--- src/inc/tcw_pkg.sv ---
// Shared constants, carrier types and decode functions of the timer compare unit.
// Assumes one peripheral clock domain and four compare channels.
package tcw_pkg;
   localparam int CNT_W = 16;
   localparam int NCH   = 4;
   localparam int PRE_W = 10;

   // Waveform mode field encodings
   localparam logic [2:0] MODE_NORMAL = 3'h0;
   localparam logic [2:0] MODE_FRQ    = 3'h1;
   localparam logic [2:0] MODE_SS     = 3'h3;
   localparam logic [2:0] MODE_DSTOP  = 3'h5;
   localparam logic [2:0] MODE_DSBOTH = 3'h6;
   localparam logic [2:0] MODE_DSBOT  = 3'h7;

   // Clock source field: zero is off, top bit picks an event channel
   localparam logic [3:0] CLK_OFF    = 4'h0;
   localparam int         CLK_EV_BIT = 3;

   // Event action field
   localparam logic [2:0] EVACT_OFF     = 3'h0;
   localparam logic [2:0] EVACT_CAPT    = 3'h1;
   localparam logic [2:0] EVACT_FRQCAPT = 3'h5;
   localparam logic [2:0] EVACT_PWCAPT  = 3'h6;

   // Reset values and counter steps
   localparam logic [CNT_W-1:0] CNT_RST = 16'h0000;
   localparam logic [CNT_W-1:0] CNT_ONE = 16'h0001;
   localparam logic [CNT_W-1:0] PER_RST = 16'hFFFF;
   localparam logic [CNT_W-1:0] CC_RST  = 16'h0000;

   typedef struct packed {
      logic [3:0]     clock_source_field;
      logic [2:0]     waveform_mode_field;
      logic [2:0]     event_action;
      logic           lock_update;
      logic [NCH-1:0] channel_output_enable;
      logic [NCH-1:0] pin_invert_enable;
      logic [NCH-1:0] pin_dir_out;
   } tcw_cfg_t;

   typedef struct packed {
      logic [CNT_W-1:0] data;
      logic             dma;
      logic             cnt_wr;
      logic             per_wr;
      logic             period_buffer_wr;
      logic [NCH-1:0]   cc_wr;
      logic [NCH-1:0]   ccbuf_wr;
   } tcw_wr_t;

   typedef struct packed {
      logic update;
      logic restart;
      logic reset;
   } tcw_cmd_t;

   typedef struct packed {
      logic           ovf;
      logic           err;
      logic [NCH-1:0] cc;
   } tcw_evt_t;

   typedef struct packed {
      logic           overflow_flag;
      logic           capture_error_flag;
      logic [NCH-1:0] channel_match_flag;
   } tcw_flags_t;

   // Prescaler shift for clock select codes 1 to 7
   function automatic logic [3:0] div_shift(input logic [2:0] sel);
      case (sel)
         3'h2:    div_shift = 4'h1;
         3'h3:    div_shift = 4'h2;
         3'h4:    div_shift = 4'h3;
         3'h5:    div_shift = 4'h6;
         3'h6:    div_shift = 4'h8;
         3'h7:    div_shift = 4'hA;
         default: div_shift = 4'h0;
      endcase
   endfunction

   // Reserved encodings fall back to normal operation
   function automatic logic [2:0] eff_mode(input logic [2:0] m);
      case (m)
         MODE_FRQ, MODE_SS, MODE_DSTOP, MODE_DSBOTH, MODE_DSBOT: eff_mode = m;
         default: eff_mode = MODE_NORMAL;
      endcase
   endfunction

   function automatic logic is_dual(input logic [2:0] m);
      is_dual = (m == MODE_DSTOP) || (m == MODE_DSBOTH) || (m == MODE_DSBOT);
   endfunction

   function automatic logic is_capture(input logic [2:0] a);
      is_capture = (a == EVACT_CAPT) || (a == EVACT_FRQCAPT) || (a == EVACT_PWCAPT);
   endfunction
endpackage

--- src/rtl/tcw_prescaler.sv ---
// Timer clock tick generator: prescaled peripheral clock or an event channel.
// Assumes event inputs are pulses from logic on the same clock.
`timescale 1ns/1ns
module tcw_prescaler #(
   parameter int PRE_W = tcw_pkg::PRE_W
) (
   input  logic       clock,
   input  logic       reset,
   input  logic       clk_en,
   input  logic       clear,
   input  logic [3:0] clock_source_field,
   input  logic [7:0] event_in,
   output logic       tick
);
   import tcw_pkg::*;
   logic [PRE_W-1:0] pre_r;
   logic [PRE_W-1:0] mask;

   // Free-running divider, realigned by restart so a new period starts clean
   always_ff @(posedge clock) begin
      if (reset || clear) begin
         pre_r <= '0;
      end else if (clk_en) begin
         pre_r <= pre_r + 1'b1;
      end
   end

   // One tick per 2^shift cycles when all masked bits are ones
   always_comb begin
      mask = PRE_W'((1 << div_shift(clock_source_field[2:0])) - 1);
      if (clock_source_field == CLK_OFF) begin
         tick = 1'b0;
      end else if (clock_source_field[CLK_EV_BIT]) begin
         tick = clk_en & event_in[clock_source_field[2:0]];
      end else begin
         tick = clk_en & ((pre_r & mask) == mask);
      end
   end
endmodule

--- src/rtl/tcw_top.sv ---
// Compare channels, counter sequencing and waveform output of a 16-bit timer.
// Assumes all control inputs come from logic on the same clock; no register bus.
`timescale 1ns/1ns
module tcw_top (
   input  logic                      clock,
   input  logic                      reset,
   input  logic                      clk_en,
   input  tcw_pkg::tcw_cfg_t         cfg,
   input  tcw_pkg::tcw_wr_t          wr,
   input  tcw_pkg::tcw_cmd_t         cmd,
   input  logic                      forced_write,
   input  logic [tcw_pkg::NCH-1:0]   forced_output_level,
   input  tcw_pkg::tcw_evt_t         irq_enable,
   input  tcw_pkg::tcw_evt_t         flag_clear,
   input  logic                      capture_overflow,
   input  logic [7:0]                event_in,
   input  logic [tcw_pkg::NCH-1:0]   port_out_latch,
   output logic [tcw_pkg::CNT_W-1:0] count_value,
   output logic                      count_down,
   output logic [tcw_pkg::CNT_W-1:0] period_value,
   output logic [tcw_pkg::NCH-1:0][tcw_pkg::CNT_W-1:0] channel_compare_value,
   output logic [tcw_pkg::NCH-1:0]   waveform_output,
   output logic [tcw_pkg::NCH-1:0]   pin_out,
   output logic [tcw_pkg::NCH-1:0]   pin_oe,
   output tcw_pkg::tcw_flags_t       flags,
   output tcw_pkg::tcw_evt_t         irq,
   output tcw_pkg::tcw_evt_t         event_out,
   output logic                      dma_ovf_req,
   output logic [tcw_pkg::NCH-1:0]   dma_cc_req
);
   import tcw_pkg::*;

   // Counter and period state
   logic [CNT_W-1:0]            cnt_r;
   logic                        dir_r;
   logic [CNT_W-1:0]            per_r;
   logic [CNT_W-1:0]            period_buffer_r;
   logic                        period_buffer_vld_r;
   // Compare channel state
   logic [NCH-1:0][CNT_W-1:0]   cc_r;
   logic [NCH-1:0][CNT_W-1:0]   ccbuf_r;
   logic [NCH-1:0]              ccbuf_vld_r;
   logic [NCH-1:0]              dma_cc_r;
   logic [NCH-1:0]              wg;
   // Status, interrupt, event and pin state
   tcw_flags_t                  flags_r;
   tcw_flags_t                  flags_nxt;
   tcw_evt_t                    irq_r;
   tcw_evt_t                    evt_r;
   logic                        dma_ovf_r;
   logic [NCH-1:0]              pin_out_r;
   logic [NCH-1:0]              pin_oe_r;
   // Decoded controls
   logic [2:0]                  mode;
   logic                        off;
   logic                        ds;
   logic                        tick;
   logic                        srst;
   logic                        restart;
   logic [CNT_W-1:0]            top;
   logic                        at_top;
   logic                        at_bottom;
   logic                        ovf_evt;
   logic                        nat_upd;
   logic                        upd;
   logic                        capt;
   logic [NCH-1:0]              hit;
   logic [NCH-1:0]              wave_en;

   // Mode decode; reserved codes collapse onto normal
   assign mode = eff_mode(cfg.waveform_mode_field);
   assign ds   = is_dual(mode);
   assign off  = (cfg.clock_source_field == CLK_OFF);
   assign capt = is_capture(cfg.event_action);

   // Soft reset is honoured only with the clock source off
   assign srst    = reset | (clk_en & cmd.reset & off);
   assign restart = clk_en & cmd.restart;

   // Frequency mode takes its top from channel A
   assign top = (mode == MODE_FRQ) ? cc_r[0] : per_r;

   // Sequence points, all qualified by the timer tick
   assign at_top    = tick & ~dir_r & (cnt_r == top);
   assign at_bottom = ds ? (tick & dir_r & (cnt_r == CNT_RST)) : ((mode == MODE_SS) & at_top);

   // Overflow event position per mode
   always_comb begin
      case (mode)
         MODE_SS:     ovf_evt = at_bottom;
         MODE_DSTOP:  ovf_evt = at_top;
         MODE_DSBOTH: ovf_evt = at_top | at_bottom;
         MODE_DSBOT:  ovf_evt = at_bottom;
         default:     ovf_evt = at_top;
      endcase
   end

   // Natural update at top for normal and frequency, at bottom for PWM
   assign nat_upd = (ds || mode == MODE_SS) ? at_bottom : at_top;
   assign upd     = nat_upd | (clk_en & cmd.update & ~cfg.lock_update);

   // Timer clock source
   tcw_prescaler #(
      .PRE_W (PRE_W)
   ) u_pre (
      .clock              (clock),
      .reset              (srst),
      .clk_en             (clk_en),
      .clear              (restart),
      .clock_source_field (cfg.clock_source_field),
      .event_in           (event_in),
      .tick               (tick)
   );

   // Counter; a direct write beats counting, restart beats both
   always_ff @(posedge clock) begin
      if (srst || restart) begin
         cnt_r <= CNT_RST;
         dir_r <= 1'b0;
      end else if (clk_en) begin
         if (wr.cnt_wr) begin
            cnt_r <= wr.data;
         end else if (tick) begin
            if (!dir_r) begin
               if (cnt_r == top) begin
                  if (ds) begin
                     // Turn at top without repeating it: 2*period ticks
                     cnt_r <= cnt_r - CNT_ONE;
                     dir_r <= 1'b1;
                  end else begin
                     cnt_r <= CNT_RST;
                  end
               end else begin
                  // A top written below the count wraps through the maximum
                  cnt_r <= cnt_r + CNT_ONE;
               end
            end else if (cnt_r == CNT_RST) begin
               cnt_r <= CNT_ONE;
               dir_r <= 1'b0;
            end else begin
               cnt_r <= cnt_r - CNT_ONE;
            end
         end
      end
   end

   // Period and its buffer; buffered loads happen only on update
   always_ff @(posedge clock) begin
      if (srst) begin
         per_r        <= PER_RST;
         period_buffer_r     <= PER_RST;
         period_buffer_vld_r <= 1'b0;
      end else if (clk_en) begin
         if (wr.per_wr) begin
            per_r <= wr.data;
         end else if (upd && period_buffer_vld_r) begin
            per_r <= period_buffer_r;
         end
         if (wr.period_buffer_wr) begin
            period_buffer_r     <= wr.data;
            period_buffer_vld_r <= 1'b1;
         end else if (upd) begin
            period_buffer_vld_r <= 1'b0;
         end
      end
   end

   // Per-channel compare, buffer, DMA request and waveform
   for (genvar i = 0; i < NCH; i++) begin : g_ch
      assign hit[i] = tick & (cnt_r == cc_r[i]);

      // Compare value loads from its buffer only at the update point
      always_ff @(posedge clock) begin
         if (srst) begin
            cc_r[i]        <= CC_RST;
            ccbuf_r[i]     <= CC_RST;
            ccbuf_vld_r[i] <= 1'b0;
         end else if (clk_en) begin
            if (wr.cc_wr[i]) begin
               cc_r[i] <= wr.data;
            end else if (upd && ccbuf_vld_r[i]) begin
               cc_r[i] <= ccbuf_r[i];
            end
            if (wr.ccbuf_wr[i]) begin
               ccbuf_r[i]     <= wr.data;
               ccbuf_vld_r[i] <= 1'b1;
            end else if (upd) begin
               ccbuf_vld_r[i] <= 1'b0;
            end
         end
      end

      // DMA request; a new match wins over the acknowledge
      always_ff @(posedge clock) begin
         if (srst) begin
            dma_cc_r[i] <= 1'b0;
         end else if (clk_en) begin
            if (hit[i]) begin
               dma_cc_r[i] <= 1'b1;
            end else if (wr.dma && (capt ? wr.cc_wr[i] : wr.ccbuf_wr[i])) begin
               dma_cc_r[i] <= 1'b0;
            end
         end
      end

      tcw_wave u_wave (
         .clock     (clock),
         .reset     (srst),
         .clk_en    (clk_en),
         .clear     (restart),
         .mode      (mode),
         .off       (off),
         .hit       ((i == 0 || mode != MODE_FRQ) ? hit[i] : 1'b0),
         .dir_down  (dir_r),
         .at_top    (at_top),
         .at_bottom (at_bottom),
         .force_wr  (forced_write),
         .force_lvl (forced_output_level[i]),
         .wg_r      (wg[i])
      );

      // Override only with a waveform mode, no event action and enable set
      assign wave_en[i] = (mode != MODE_NORMAL) & (cfg.event_action == EVACT_OFF)
                          & cfg.channel_output_enable[i];
   end

   // Sticky flags: a set in the same cycle as a clear wins
   always_comb begin
      flags_nxt.overflow_flag = ovf_evt
         | (flags_r.overflow_flag & ~flag_clear.ovf);
      flags_nxt.capture_error_flag = (clk_en & capture_overflow)
         | (flags_r.capture_error_flag & ~flag_clear.err);
      flags_nxt.channel_match_flag = hit
         | (flags_r.channel_match_flag & ~flag_clear.cc);
   end

   // Flags land on the edge after the tick that saw the match
   always_ff @(posedge clock) begin
      if (srst) begin
         flags_r <= '0;
      end else if (clk_en) begin
         flags_r <= flags_nxt;
      end
   end

   // Interrupt lines follow the flags through their enables
   always_ff @(posedge clock) begin
      if (srst) begin
         irq_r <= '0;
      end else if (clk_en) begin
         irq_r.ovf <= flags_nxt.overflow_flag & irq_enable.ovf;
         irq_r.err <= flags_nxt.capture_error_flag & irq_enable.err;
         irq_r.cc  <= flags_nxt.channel_match_flag & irq_enable.cc;
      end
   end

   // One event pulse per flag-setting condition
   always_ff @(posedge clock) begin
      if (srst) begin
         evt_r <= '0;
      end else if (clk_en) begin
         evt_r.ovf <= ovf_evt;
         evt_r.err <= capture_overflow;
         evt_r.cc  <= hit;
      end
   end

   // Overflow DMA request; the error flag has no DMA path
   always_ff @(posedge clock) begin
      if (srst) begin
         dma_ovf_r <= 1'b0;
      end else if (clk_en) begin
         if (ovf_evt) begin
            dma_ovf_r <= 1'b1;
         end else if (wr.dma && (wr.cnt_wr || wr.per_wr || wr.period_buffer_wr)) begin
            dma_ovf_r <= 1'b0;
         end
      end
   end

   // Pin stage: one flop of latency, inversion applies to either source
   always_ff @(posedge clock) begin
      if (srst) begin
         pin_out_r <= '0;
         pin_oe_r  <= '0;
      end else if (clk_en) begin
         for (int i = 0; i < NCH; i++) begin
            pin_out_r[i] <= (wave_en[i] ? wg[i] : port_out_latch[i])
                            ^ cfg.pin_invert_enable[i];
         end
         pin_oe_r <= cfg.pin_dir_out;
      end
   end

   // Outputs straight from flops
   assign count_value           = cnt_r;
   assign count_down            = dir_r;
   assign period_value          = per_r;
   assign channel_compare_value = cc_r;
   assign waveform_output       = wg;
   assign pin_out               = pin_out_r;
   assign pin_oe                = pin_oe_r;
   assign flags                 = flags_r;
   assign irq                   = irq_r;
   assign event_out             = evt_r;
   assign dma_ovf_req           = dma_ovf_r;
   assign dma_cc_req            = dma_cc_r;
endmodule

--- src/rtl/tcw_wave.sv ---
// Waveform generator of one compare channel.
// Assumes hit, at_top and at_bottom are already qualified by the timer tick.
`timescale 1ns/1ns
module tcw_wave (
   input  logic       clock,
   input  logic       reset,
   input  logic       clk_en,
   input  logic       clear,
   input  logic [2:0] mode,
   input  logic       off,
   input  logic       hit,
   input  logic       dir_down,
   input  logic       at_top,
   input  logic       at_bottom,
   input  logic       force_wr,
   input  logic       force_lvl,
   output logic       wg_r
);
   import tcw_pkg::*;

   // Output level per mode; reset covers soft reset, clear covers restart
   always_ff @(posedge clock) begin
      if (reset || clear) begin
         wg_r <= 1'b0;
      end else if (clk_en) begin
         if (off) begin
            if (force_wr) begin
               wg_r <= force_lvl;
            end
         end else begin
            case (mode)
               MODE_FRQ: begin
                  if (hit) begin
                     wg_r <= ~wg_r;
                  end
               end
               MODE_SS: begin
                  // Match wins over top so a full-scale compare still sets
                  if (hit) begin
                     wg_r <= 1'b1;
                  end else if (at_top) begin
                     wg_r <= 1'b0;
                  end
               end
               MODE_DSTOP, MODE_DSBOTH, MODE_DSBOT: begin
                  if (hit) begin
                     wg_r <= dir_down;
                  end else if (at_bottom) begin
                     wg_r <= 1'b1;
                  end
               end
               default: begin
                  wg_r <= wg_r;
               end
            endcase
         end
      end
   end
endmodule

--- config.mk ---
export PLATFORM = sky130hd
export DESIGN_NAME = tcw_top
export DESIGN_NICKNAME = d
export VERILOG_FILES = /design/src/inc/tcw_pkg.sv /design/src/rtl/tcw_prescaler.sv /design/src/rtl/tcw_top.sv /design/src/rtl/tcw_wave.sv
export SDC_FILE = /design/constraint.sdc
export NUM_CORES = 1
export LEC_CHECK = 0
export BUFFER_PORTS_ARGS = -buffer_cell sky130_fd_sc_hd__clkbuf_2
export CORE_ASPECT_RATIO = 1.4
export CORE_UTILIZATION = 50
export DETAILED_ROUTE_END_ITERATION = 6
export PLACE_DENSITY_LB_ADDON = 0.08
export RECOVER_POWER = 100
export SLEW_MARGIN = 30
export SYNTH_ARGS = -nofsm -noshare
export SYNTH_HDL_FRONTEND = slang
export SYNTH_SLANG_ARGS = --single-unit
--- constraint.sdc ---
create_clock -name clock -period 4.3 [get_ports clock]
set_input_delay 0.215 -clock clock [delete_from_list [all_inputs] [get_ports clock]]
set_output_delay 0.215 -clock clock [all_outputs]
set_load 0.02 [all_outputs]
Word level (Yosys, flattened, before mapping)
Index checks and enable logic that the tools add are counted.
{ "classes": {"eq_ne": 39, "div": 0, "muxes": 83, "n_addsub": 4, "n_shift": 1, "n_mul": 0, "bitwise_logic": 49, "n_reduce_logical": 68, "order_cmp": 1} }
{ "ops": {"columns": ["cell", "count"], "rows": [
  ["$mux W16", 17],
  ["$eq A16 B16 Y1", 5],
  ["$mux W1", 58],
  ["$reduce_and A2 Y1", 21],
  ["$eq A3 B3 Y1 const B", 12],
  ["$ne A4 B3 Y1 const B", 8],
  ["$reduce_bool A2 Y1", 16],
  ["$and A1 B1 Y1", 26],
  ["$pmux W4 S6", 1],
  ["$reduce_and A6 Y1", 4],
  ["$add A16 B1 Y16 const B", 1],
  ["$logic_not A16 Y1", 1],
  ["$sub A16 B1 Y16 const B", 1],
  ["$eq A3 B2 Y1 const B", 4],
  ["$ne A3 B2 Y1 const B", 4],
  ["$pmux W1 S3", 4],
  ["$add A10 B1 Y10 const B", 1],
  ["$and A10 B10 Y10", 1],
  ["$eq A10 B10 Y1", 1],
  ["$logic_and A1 B1 Y1", 10],
  ["$shl A1 B4 Y10 const A", 1],
  ["$sub A10 B2 Y10 const B", 1],
  ["$eq A3 B1 Y1 const B", 3],
  ["$not A1 Y1", 9],
  ["other kinds (20)", 35]
]} }
{ "totals": {"output_inout_bits": 132, "mem_bits_rw": 0, "latch_bits": 0, "rom_bits": 0, "inputBits": 87, "memories": 0, "elab_cells": 283, "ff_bits": 227} }

Logic depth before layout (Yosys ltp)
Gate-level depths: netlist of run 1.
{ "logic_depth": {"depth_word": 18, "ltp_mapped": 14, "depth_no_buf": 11} }

Hierarchy
From an unflattened synthesis of run 1, not the netlist that was laid out.
{ "hier_totals": {"hier_cells": 1490, "hier_area_um2": 12575.8} }
{ "by_module_without_submodules": {"columns": ["mod", "area_per_inst_um2", "seq_area_each_um2", "n_inst", "cells_per_inst"], "rows": [
  ["tcw_top", 11338.4, 4264.1, 1, 1334],
  ["tcw_prescaler", 651.9, 200.2, 1, 76],
  ["tcw_wave", 146.4, 20.0, 4, 20]
]} }

Least setup slack after synthesis of run 1
OpenSTA, ideal clock, no wires.
{ "synth_path": {"kind": "register -> register", "start": "reg cnt_r[1], in the netlist count_value[1]", "end": "reg g_ch[1].u_wave.wg_r", "arrival_time_ps": 2973, "path_stages_with_launch": 13, "slack_ps": 1196, "synth_period_minus_slack_ps": 3104, "required_ps": 4169, "setup_ps": 131, "n_path_buf": 2, "cell_sequence": "dfxtp_1 > clkbuf_1 > inv_1 > ha_1 > or3b_2 > clkbuf_1 > nor4_1 > nand3_1 > nor3_1 > a41oi_1 > o21ai_0 > o21ba_2 > a21oi_1"} }
{ "synth_via": {"elab_chain_len": 6, "elab_cells_between_ends": 17, "classes_between": "5 x eq/ne; 6 x mux; 4 x bitwise; 2 x reduce/logical"} }
{ "synth_lines": {"columns": ["element", "line", "text"], "rows": [
  ["start, declared", "tcw_top.sv:34", "logic [CNT_W-1:0] cnt_r;"],
  ["start signal, assigned", "tcw_top.sv:122", "cnt_r <= wr.data;"],
  ["start signal, assigned", "tcw_top.sv:128", "cnt_r <= cnt_r - CNT_ONE;"],
  ["start signal, assigned", "tcw_top.sv:135", "cnt_r <= cnt_r + CNT_ONE;"],
  ["$eq A16 B16 Y1, on equally long branches", "tcw_top.sv:84, tcw_top.sv:170", null],
  ["$and A1 B1 Y1, on equally long branches", "tcw_top.sv:84, tcw_top.sv:170", null],
  ["$and A1 B1 Y1 or $mux W1 (tied branches)", "tcw_top.sv:85, tcw_top.sv:213", null],
  ["$mux W1, on equally long branches", "tcw_top.sv:85, tcw_wave.sv:39, tcw_wave.sv:46", null],
  ["$ne A4 B3 Y1 (no source line) or $pmux W1 S3 (tied branches)", null, null],
  ["$reduce_and A6 Y1 (no source line) or $mux W1 (tied branches)", null, null],
  ["end signal, assigned", "tcw_wave.sv:28", "wg_r <= force_lvl;"],
  ["end signal, assigned", "tcw_wave.sv:34", "wg_r <= ~wg_r;"],
  ["end signal, assigned", "tcw_wave.sv:47", "wg_r <= dir_down;"],
  ["end, declared", "tcw_wave.sv:17", "output logic wg_r"]
]} }
Parallel ways exist; a longest one is shown, timed or not.
A chain may end at the register's enable or synchronous reset.

Worst setup path in the final report of run 1
{ "layout_path": {"start": "reg cnt_r[0], in the netlist count_value[0]", "end": "reg cc_r (netlist bit channel_compare_value[25])"} }
{ "layout_via": {"elab_chain_len": 9, "elab_cells_between_ends": 11, "classes_between": "1 x eq/ne; 2 x mux; 4 x bitwise; 4 x reduce/logical"} }
{ "layout_lines": {"columns": ["element", "line", "text"], "rows": [
  ["$eq A16 B16 Y1", "tcw_top.sv:84", "assign at_top = tick & ~dir_r & (cnt_r == top);"],
  ["$and A1 B1 Y1", "tcw_top.sv:84", null],
  ["$and A1 B1 Y1", "tcw_top.sv:85", "assign at_bottom = ds ? (tick & dir_r & (cnt_r == CNT_RST)) : ((mode == MODE_SS) & at_top);"],
  ["$mux W1", "tcw_top.sv:85", null],
  ["$mux W1 *", "tcw_top.sv:99", "assign nat_upd = (ds || mode == MODE_SS) ? at_bottom : at_top;"],
  ["$or A1 B1 Y1 *", "tcw_top.sv:100", "assign upd = nat_upd | (clk_en & cmd.update & ~cfg.lock_update);"],
  ["$logic_and A1 B1 Y1 *", "tcw_top.sv:181", "end else if (upd && ccbuf_vld_r[i]) begin"],
  ["$reduce_bool A2 Y1 (no source line) *", null, null],
  ["$reduce_and A2 Y1 (no source line) *", null, null],
  ["end signal, assigned by index", "tcw_top.sv:180", "cc_r[i] <= wr.data;"],
  ["end signal, assigned by index", "tcw_top.sv:182", "cc_r[i] <= ccbuf_r[i];"],
  ["end, declared", "tcw_top.sv:40", "logic [NCH-1:0][CNT_W-1:0] cc_r;"]
]} }
Every way passes the cells marked *; elsewhere a longest branch is shown, timed or not.

==> results of run 1 <==
==> worst register-to-register path, stage by stage, from the launching register on <==
cell and delay, ns:
dfxtp_1 0.32, clkbuf_1 0.76, nand2b_1 0.22, o2111ai_1 0.13
o22a_1 0.28, a2111oi_4 0.54, a41oi_4 0.33, o22ai_2 0.17
clkbuf_2 0.54, nor2_1 0.10, a211oi_1 0.26
==> cell families (layout without fill, tap and decap cells) <==
logic type | Yosys count | count (layout)
AND/OR/NAND/NOR | 517 | 517
XOR/XNOR | 91 | 91
AO/OA/AOI/OAI | 323 | 323
multiplexers | 118 | 118
buffers and inverters | 150 | 326
flip-flops | 227 | 227
adder cells (fa/ha/maj) | 4 | 4
==> report_power, final <==
| group | total, mW | internal (mW) | leakage [nW] | switching, mW |
|---|---|---|---|---|
| clock | 2.10 | 1.24 | 0.389 | 0.859 |
| sequential | 2.33 | 2.22 | 1.86 | 0.116 |
| combinational | 0.927 | 0.333 | 2.99 | 0.594 |
| total | 5.36 | 3.79 | 5.24 | 1.57 |
==> Yosys cell counts (7+ instances only) <==
master,n
nand2b_1,16
nand4_1,15
buf_1,19
xnor2_1,63
mux2_2,12
a21oi_1,131
and2_1,7
buf_2,16
and3_1,13
nand3_1,33
o221a_2,8
clkbuf_1,87
xor2_1,28
o21ai_0,26
mux2i_1,104
nor2_1,131
a211oi_1,71
dfxtp_1,227
o32ai_1,8
a221oi_1,9
a31oi_1,7
nand2_1,239
inv_1,20
nor2b_1,11
nor3_1,11
nor4_1,14
==> cells in the final DEF, fill, tap and decap left out, types with 4 or more instances in the layout <==
cell             n
o221a_2          8
o2111ai_1        4
o21ai_0         25
o31a_1           4
o211ai_1         5
a211oi_1        71
o32ai_1          8
a21oi_1        131
a31oi_1          7
inv_1           20
nand3b_1         6
nor4_1          13
buf_4           17
xor2_1          28
and3_1          13
xnor2_1         63
nand2_1        239
nor2b_1         11
nor2_1         131
nand4_1         15
clkbuf_2        97
dfxtp_1        227
dlygate4sd3_1   13
nor3_1          11
mux2i_1        104
clkbuf_1       141
clkbuf_16       25
nand3_1         33
mux2_2          12
ha_1             4
a221oi_1         9
nand2b_1        16
a21o_1           4
and2_1           7
clkbuf_8         7
==> repair_timing <==
action                                  in CTS  in global routing
endpoints found under the setup margin       0                  0
hold buffers                                13                  0
hold endpoints to repair                    13                  0
==> cell type report <==
type / instances / area [um2] / area share
clock inverters: 4 / 47.5 / 0.00348
flip-flops and latches: 227 / 4540 / 0.333
repair buffers: 261 / 1250 / 0.0912
multi-input cells: 1053 / 6610 / 0.484
clock buffers: 39 / 748 / 0.0548
inverters: 22 / 82.6 / 0.00605
well taps: 306 / 383 / 0.0280
==> through the flow <==
stage	setup WS (ns)	instances	hold WS [ns]	area, um2
after floorplan	1.20	1430	0.363	11800
after global placement	0.713	1856	0.441	13000
after detailed placement	0.593	1856	0.446	13000
after CTS	0.709	1912	0.0468	13900
after global routing	0.318	1912	0.0798	13700
final	0.499	1912	0.0521	13700
==> worst max-delay path by stage <==
stage | slack, ns | to | depth (start not counted) | startpoint
final | 0.50 | channel_compare_value[25]$_SDFFE_PP0P_ | 10 | count_value[0]$_SDFFE_PP0P_
after global routing | 0.32 | channel_compare_value[10]$_SDFFE_PP0P_ | 10 | count_value[0]$_SDFFE_PP0P_
after CTS | 0.71 | period_value[10]$_SDFFE_PP1P_ | 8 | count_value[8]$_SDFFE_PP0P_
after detailed placement | 0.59 | period_value[15]$_SDFFE_PP1P_ | 9 | cfg[17]
after global placement | 0.71 | period_value[0]$_SDFFE_PP1P_ | 9 | cfg[17]
after floorplan | 1.20 | g_ch[1].u_wave.wg_r$_SDFFE_PP0P_ | 12 | count_value[1]$_SDFFE_PP0P_
==> metal layers <==
layer  GRT usage  part of all wire  vias up
met5           0                 0        -
met4       0.163             0.047        0
met3      0.0444             0.068      100
met2       0.544              0.47      486
met1       0.416              0.42     5394
li1            -                 -     5338
==> flip-flops by register name, indices dropped and copies added (netlist names), 4 cells and up <==
register	cells
ccbuf_r	64
channel_compare_value	64
count_value	16
period_buffer_r	16
period_value	16
u_pre.pre_r	10
event_out	6
flags	6
irq	6
ccbuf_vld_r	4
dma_cc_req	4
g_ch.u_wave.wg_r	4
pin_oe	4
pin_out	4
==> impl_metrics.yaml, run 1 <==
place:
  portBuffers: 218
  routabilityCongestion: 0.920
  hpwlAfterDp_um: 28000
grt:
  grt_max_degree: 104
  grt_overflow_total: 0
  grt_pass1_wl_um: 61200
  grtUsageTotal: 0.327
  antenna_found_initial: 0
  grt_pass1_vias: 10458
setup_path:
  path_delay_family: "compound AO/OA/AOI/OAI gates"
  startpoint_type: "flip-flop"
  critical_path_class: "flip-flop to flip-flop"
  cpPeakStageDelay_ns: 0.76
  required_ns: 4.68
  timing.reg2reg.setup_slack_ns: 0.50
  reg2reg_to: "channel_compare_value[25]$_SDFFE_PP0P_"
  cp_max_fo: 32
  critPathArrivalTime_ns: 4.18
  r2r-start: "count_value[0]$_SDFFE_PP0P_"
  worstSetupEndpointType: "flip-flop"
  r2r_cells: 10
  cp.buffers_inverters: 2
  critical-path-slowest-cell: "clkbuf_1"
  path_cells: "clkbuf_1 > nand2b_1 > o2111ai_1 > o22a_1 > a2111oi_4 > a41oi_4 > o22ai_2 > clkbuf_2 > nor2_1 > a211oi_1"
worst_hold_path:
  hold_start: "flag_clear[5]"
  hold_end: "flags[5]$_SDFFE_PP0P_"
  hold_depth: 4
  min_path_type: "input port to flip-flop"
synth:
  synth_top_cells_by_area: "dfxtp_1 39%, mux2i_1 8.9%, nand2_1 7.6%"
  syn_nets: 1521
  synth_top_family_by_area: "simple AND/OR/NAND/NOR gates"
  seq_area_frac_synth: 0.387
  synthMuxAreaShare: 0.104
  synthAdderAreaFrac: 0.00426
  synth_xor_area_frac: 0.0678
  synth-seq-cells: 227
  synth_cell_type_count: 75
  ys_async_sr_fraction: 0
  synth_edf_count: 0
  syn_area_per_cell_um2: 8.22
  synth_top_area_share: 0.387
  synth_top_area_cell: "dfxtp_1"
  synthFlopType: "dfxtp_1"
  yosys_warnings: 0
  synthCells: 1430
  synth_compound_area_frac: 0.189
  yosys.area_share.simple: 0.196
  netlist_area_um2: 11800
final_layout:
  syn_to_final_growth_pct: 16.2
  final_nets: 1680
  fin_util: 0.591
  antenna_cells: 0
  drive_above_1_share: 0.121
  fillers: 2246
clock_network:
  cts_tree: "done"
  numCtsBuffers: 24
  clkSlewWorstSetupHoldPaths_ns: 0.07
  worstSkewPairLatency_ns: 0.52
  clk_path_buf_depth: 3
  cts.root.buffer_cell: "clkbuf_16"
  cts.sinks: 227
  cts_setup_buffers: 0
  htree_levels: 1
  cts-resized-gates: 0
run:
  drv_cap: 2
route:
  vias: 11318
  drc: 0
  drtAntennaViolNets: 0
  routedWlPerCell_um: 21.1
  wl_um: 40300
  drt-initial-drc-count: 934
  routed_via_density: 5.92
  dr.pass1.iters: 5
floorplanning:
  rows: 66
  die_h_um: 183
  ioPinCount: 219
  fp.dieArea_um2: 24100
  die_w_um: 132
  core_area_um2: 23100
  start_util: 0.508
sta:
  rsz0062_at_grt: "no"
  fmax_mhz: 263
  finalSetupViolations: 0
  fin_skew_ns: 0.0142
  fin_crit_ns: 3.80
  max-slew-margin-rel: -0.849
  tns_ns: 0
  hold_violations: 0
  post-route-period-util: 0.884
  slew_viol_final: 165
  worst_slew_pin_slew_ns: 2.77
power:
  p_per_area_nw_per_um2: 393
  ir_drop_v: 0.000270
  p_leak_nw: 5.24
  finalPower_mw: 5.36
run_status:
  violations: "capacitance limit, slew limit"
  status: "finished with violations"
(Power assumes the default switching activity.)
==> run 2: changes to the inputs <==
Settings changed: ABC_AREA set to 1.
==> run 2 against run 1 <==
Final area rose by 7.1%. Synthesized cell count is 44% higher. Utilization about the same. Critical path depth up 3. Die area is 7.5% higher. Sequential share of layout area decreased by 2.2 points. Largest cell class unchanged. Sequential power about the same. The flow still finishes with violations (capacitance limit, slew limit). Worst setup slack better by 0.33 ns. Area after synthesis grew 7.6%. Register-to-register slack better by 0.33 ns. Cell count grew 34%. Clock power rose by 2%.
==> impl_metrics.yaml, run 2 <==
run_status:
  status: "finished with violations"
  violations: "capacitance limit, slew limit"
sta:
  fin_crit_ns: 3.47
  hold_violations: 0
  tns_ns: 0
  max-slew-margin-rel: -0.403
  fmax_mhz: 288
  slew_viol_final: 195
  post-route-period-util: 0.806
  rsz0062_at_grt: "no"
  fin_skew_ns: 0.0198
  finalSetupViolations: 0
  worst_slew_pin_slew_ns: 2.10
final_layout:
  drive_above_1_share: 0.0776
  final_nets: 2318
  final_common_cell: "nand2_1"
  mostFrequentLayoutCells: "637 x nand2_1, 263 x a21oi_1, 231 x nor2_1, 227 x dfxtp_1, 171 x inv_1"
  fin_util: 0.591
  syn_to_final_growth_pct: 15.6
floorplanning:
  fp.dieArea_um2: 25900
  die_h_um: 190
  rows: 68
  die_w_um: 136
  ioPinCount: 219
  start_util: 0.511
  core_area_um2: 24800
place:
  hpwlAfterDp_um: 36300
  portBuffers: 218
  routabilityCongestion: 0.962
setup_path:
  path_cells: "clkbuf_1 > nand3_1 > nand2_1 > nand2_1 > nor2_1 > nand2_1 > nor2_1 > nand3_1 > nand4_4 > nand2_1 > clkbuf_2 > a21oi_1 > nor2_1"
  cpPeakStageDelay_ns: 0.74
  cp_max_fo: 32
  cpMostUsedCell: "nand2_1"
  required_ns: 4.73
  critical_path_class: "flip-flop to flip-flop"
  critical-path-slowest-cell: "clkbuf_1"
  critPathArrivalTime_ns: 3.89
  worstSetupEndpointType: "flip-flop"
  startpoint_type: "flip-flop"
grt:
  grt_pass1_vias: 12479
  antenna_found_initial: 0
  grtUsageTotal: 0.370
  grt_max_degree: 100
  grt_overflow_total: 0
  grt_pass1_wl_um: 72000
synth:
  synth_xor_area_frac: 0.0339
  ys_async_sr_fraction: 0
  synth_edf_count: 0
  synth-seq-cells: 227
  yosys.area_share.simple: 0.363
  synth_top_family_by_area: "simple AND/OR/NAND/NOR gates"
  synth_top_area_share: 0.359
  synthMuxAreaShare: 0
  synthAdderAreaFrac: 0.00396
  synth_common_cells: "639 x nand2_1, 263 x a21oi_1, 230 x nor2_1"
  synthFlopType: "dfxtp_1"
  synthCells: 2053
  synth_top_cells_by_area: "dfxtp_1 36%, nand2_1 19%, a21oi_1 10%"
  synth_compound_area_frac: 0.145
  synth_top_area_cell: "dfxtp_1"
  synth_cell_type_count: 33
  yosysMostFrequentCell: "nand2_1"
  syn_area_per_cell_um2: 6.16
  syn_nets: 2144
  yosys_warnings: 0
  seq_area_frac_synth: 0.359
  netlist_area_um2: 12600
clock_network:
  cts.root.buffer_cell: "clkbuf_16"
  cts.sinks: 227
  htree_levels: 1
  clkSlewWorstSetupHoldPaths_ns: 0.07
  clk_path_buf_depth: 3
  numCtsBuffers: 24
  worstSkewPairLatency_ns: 0.54
  cts_tree: "done"
  cts_setup_buffers: 0
route:
  routedWlPerCell_um: 19.3
  routed_via_density: 5.55
  drtAntennaViolNets: 0
  drt-initial-drc-count: 1216
  drc: 0
  wl_um: 49300
  vias: 14216
  dr.pass1.iters: 5
power:
  finalPower_mw: 5.65
  ir_drop_v: 0.000333
  p_per_area_nw_per_um2: 386
  p_leak_nw: 6.67
worst_hold_path:
  min_path_type: "input port to flip-flop"
run:
  drv_cap: 2
==> run 2: worst paths after layout <==
kind	from	to	slack, ns	cells after the start
setup / recovery	count_value[12]$_SDFFE_PP0P_	channel_compare_value[30]$_SDFFE_PP0P_	0.83	13
hold / removal	wr[26]	ccbuf_r[30]$_SDFFE_PP0P_	0.004	3
setup reg to reg	count_value[12]$_SDFFE_PP0P_	channel_compare_value[30]$_SDFFE_PP0P_	0.83	13
hold reg to reg	ccbuf_r[51]$_SDFFE_PP0P_	ccbuf_r[51]$_SDFFE_PP0P_	0.46	2
==> run 2: critical path, delay by kind of cell (launching register included) <==
family / cells / cell delay (ns)
and+or+nand+nor: 10 / 1.55
DFF: 1 / 0.34
AOI/OAI and AO/OA: 1 / 0.32
buffers and inverters: 2 / 1.13
==> run 2: metal layers <==
metal | share of wire | global-route usage | vias up
met5 | 0 | 0 | -
met3 | 0.081 | 0.0573 | 175
met2 | 0.46 | 0.596 | 696
met1 | 0.40 | 0.462 | 6408
met4 | 0.062 | 0.222 | 0
li1 | - | - | 6937
==> run 2: kinds of logic (layout without fill, tap and decap cells) <==
logic type	Yosys count	count (layout)
fa+ha+maj	4	4
xor+xnor	49	49
simple gates	1113	1113
compound gates	353	353
buf+inv	307	497
other cells	0	2
flops	227	227
==> run 2: repair_timing <==
action                    4_1_cts  5_1_grt
hold endpoints to repair       14        0
hold buffers                   14        0
resized for setup               0        0
==> run 2: through the flow <==
| stage | setup WS (ns) | cell area (um2) | instances | hold slack [ns] |
|---|---|---|---|---|
| 6_report | 0.834 | 14600 | 2560 | 0.00450 |
| 4_1_cts | 1.25 | 14900 | 2558 | 0.00523 |
| 3_5_place_dp | 1.02 | 13900 | 2502 | 0.453 |
| 2_1_floorplan | 1.84 | 12600 | 2053 | 0.359 |
| 3_3_place_gp | 1.07 | 13900 | 2502 | 0.448 |
| 5_1_grt | 0.601 | 14600 | 2558 | 0.0164 |
==> run 2: cell type report <==
cell class | count | area, um2
well taps | 315 | 394
inverters | 186 | 698
diodes | 2 | 5.00
fillers | 2604 | 10100
flip-flops and latches | 227 | 4540
repair buffers | 269 | 1280
clock inverters | 11 | 128
multi-input cells | 1519 | 6900
clock buffers | 31 | 677
==> run 2: where the power goes <==
part           leakage [nW]  total [mW]  internal (mW)  switching (mW)
clock network         0.390        2.14           1.23           0.907
logic                  4.42        1.18          0.359           0.817
registers              1.86        2.34           2.22           0.112
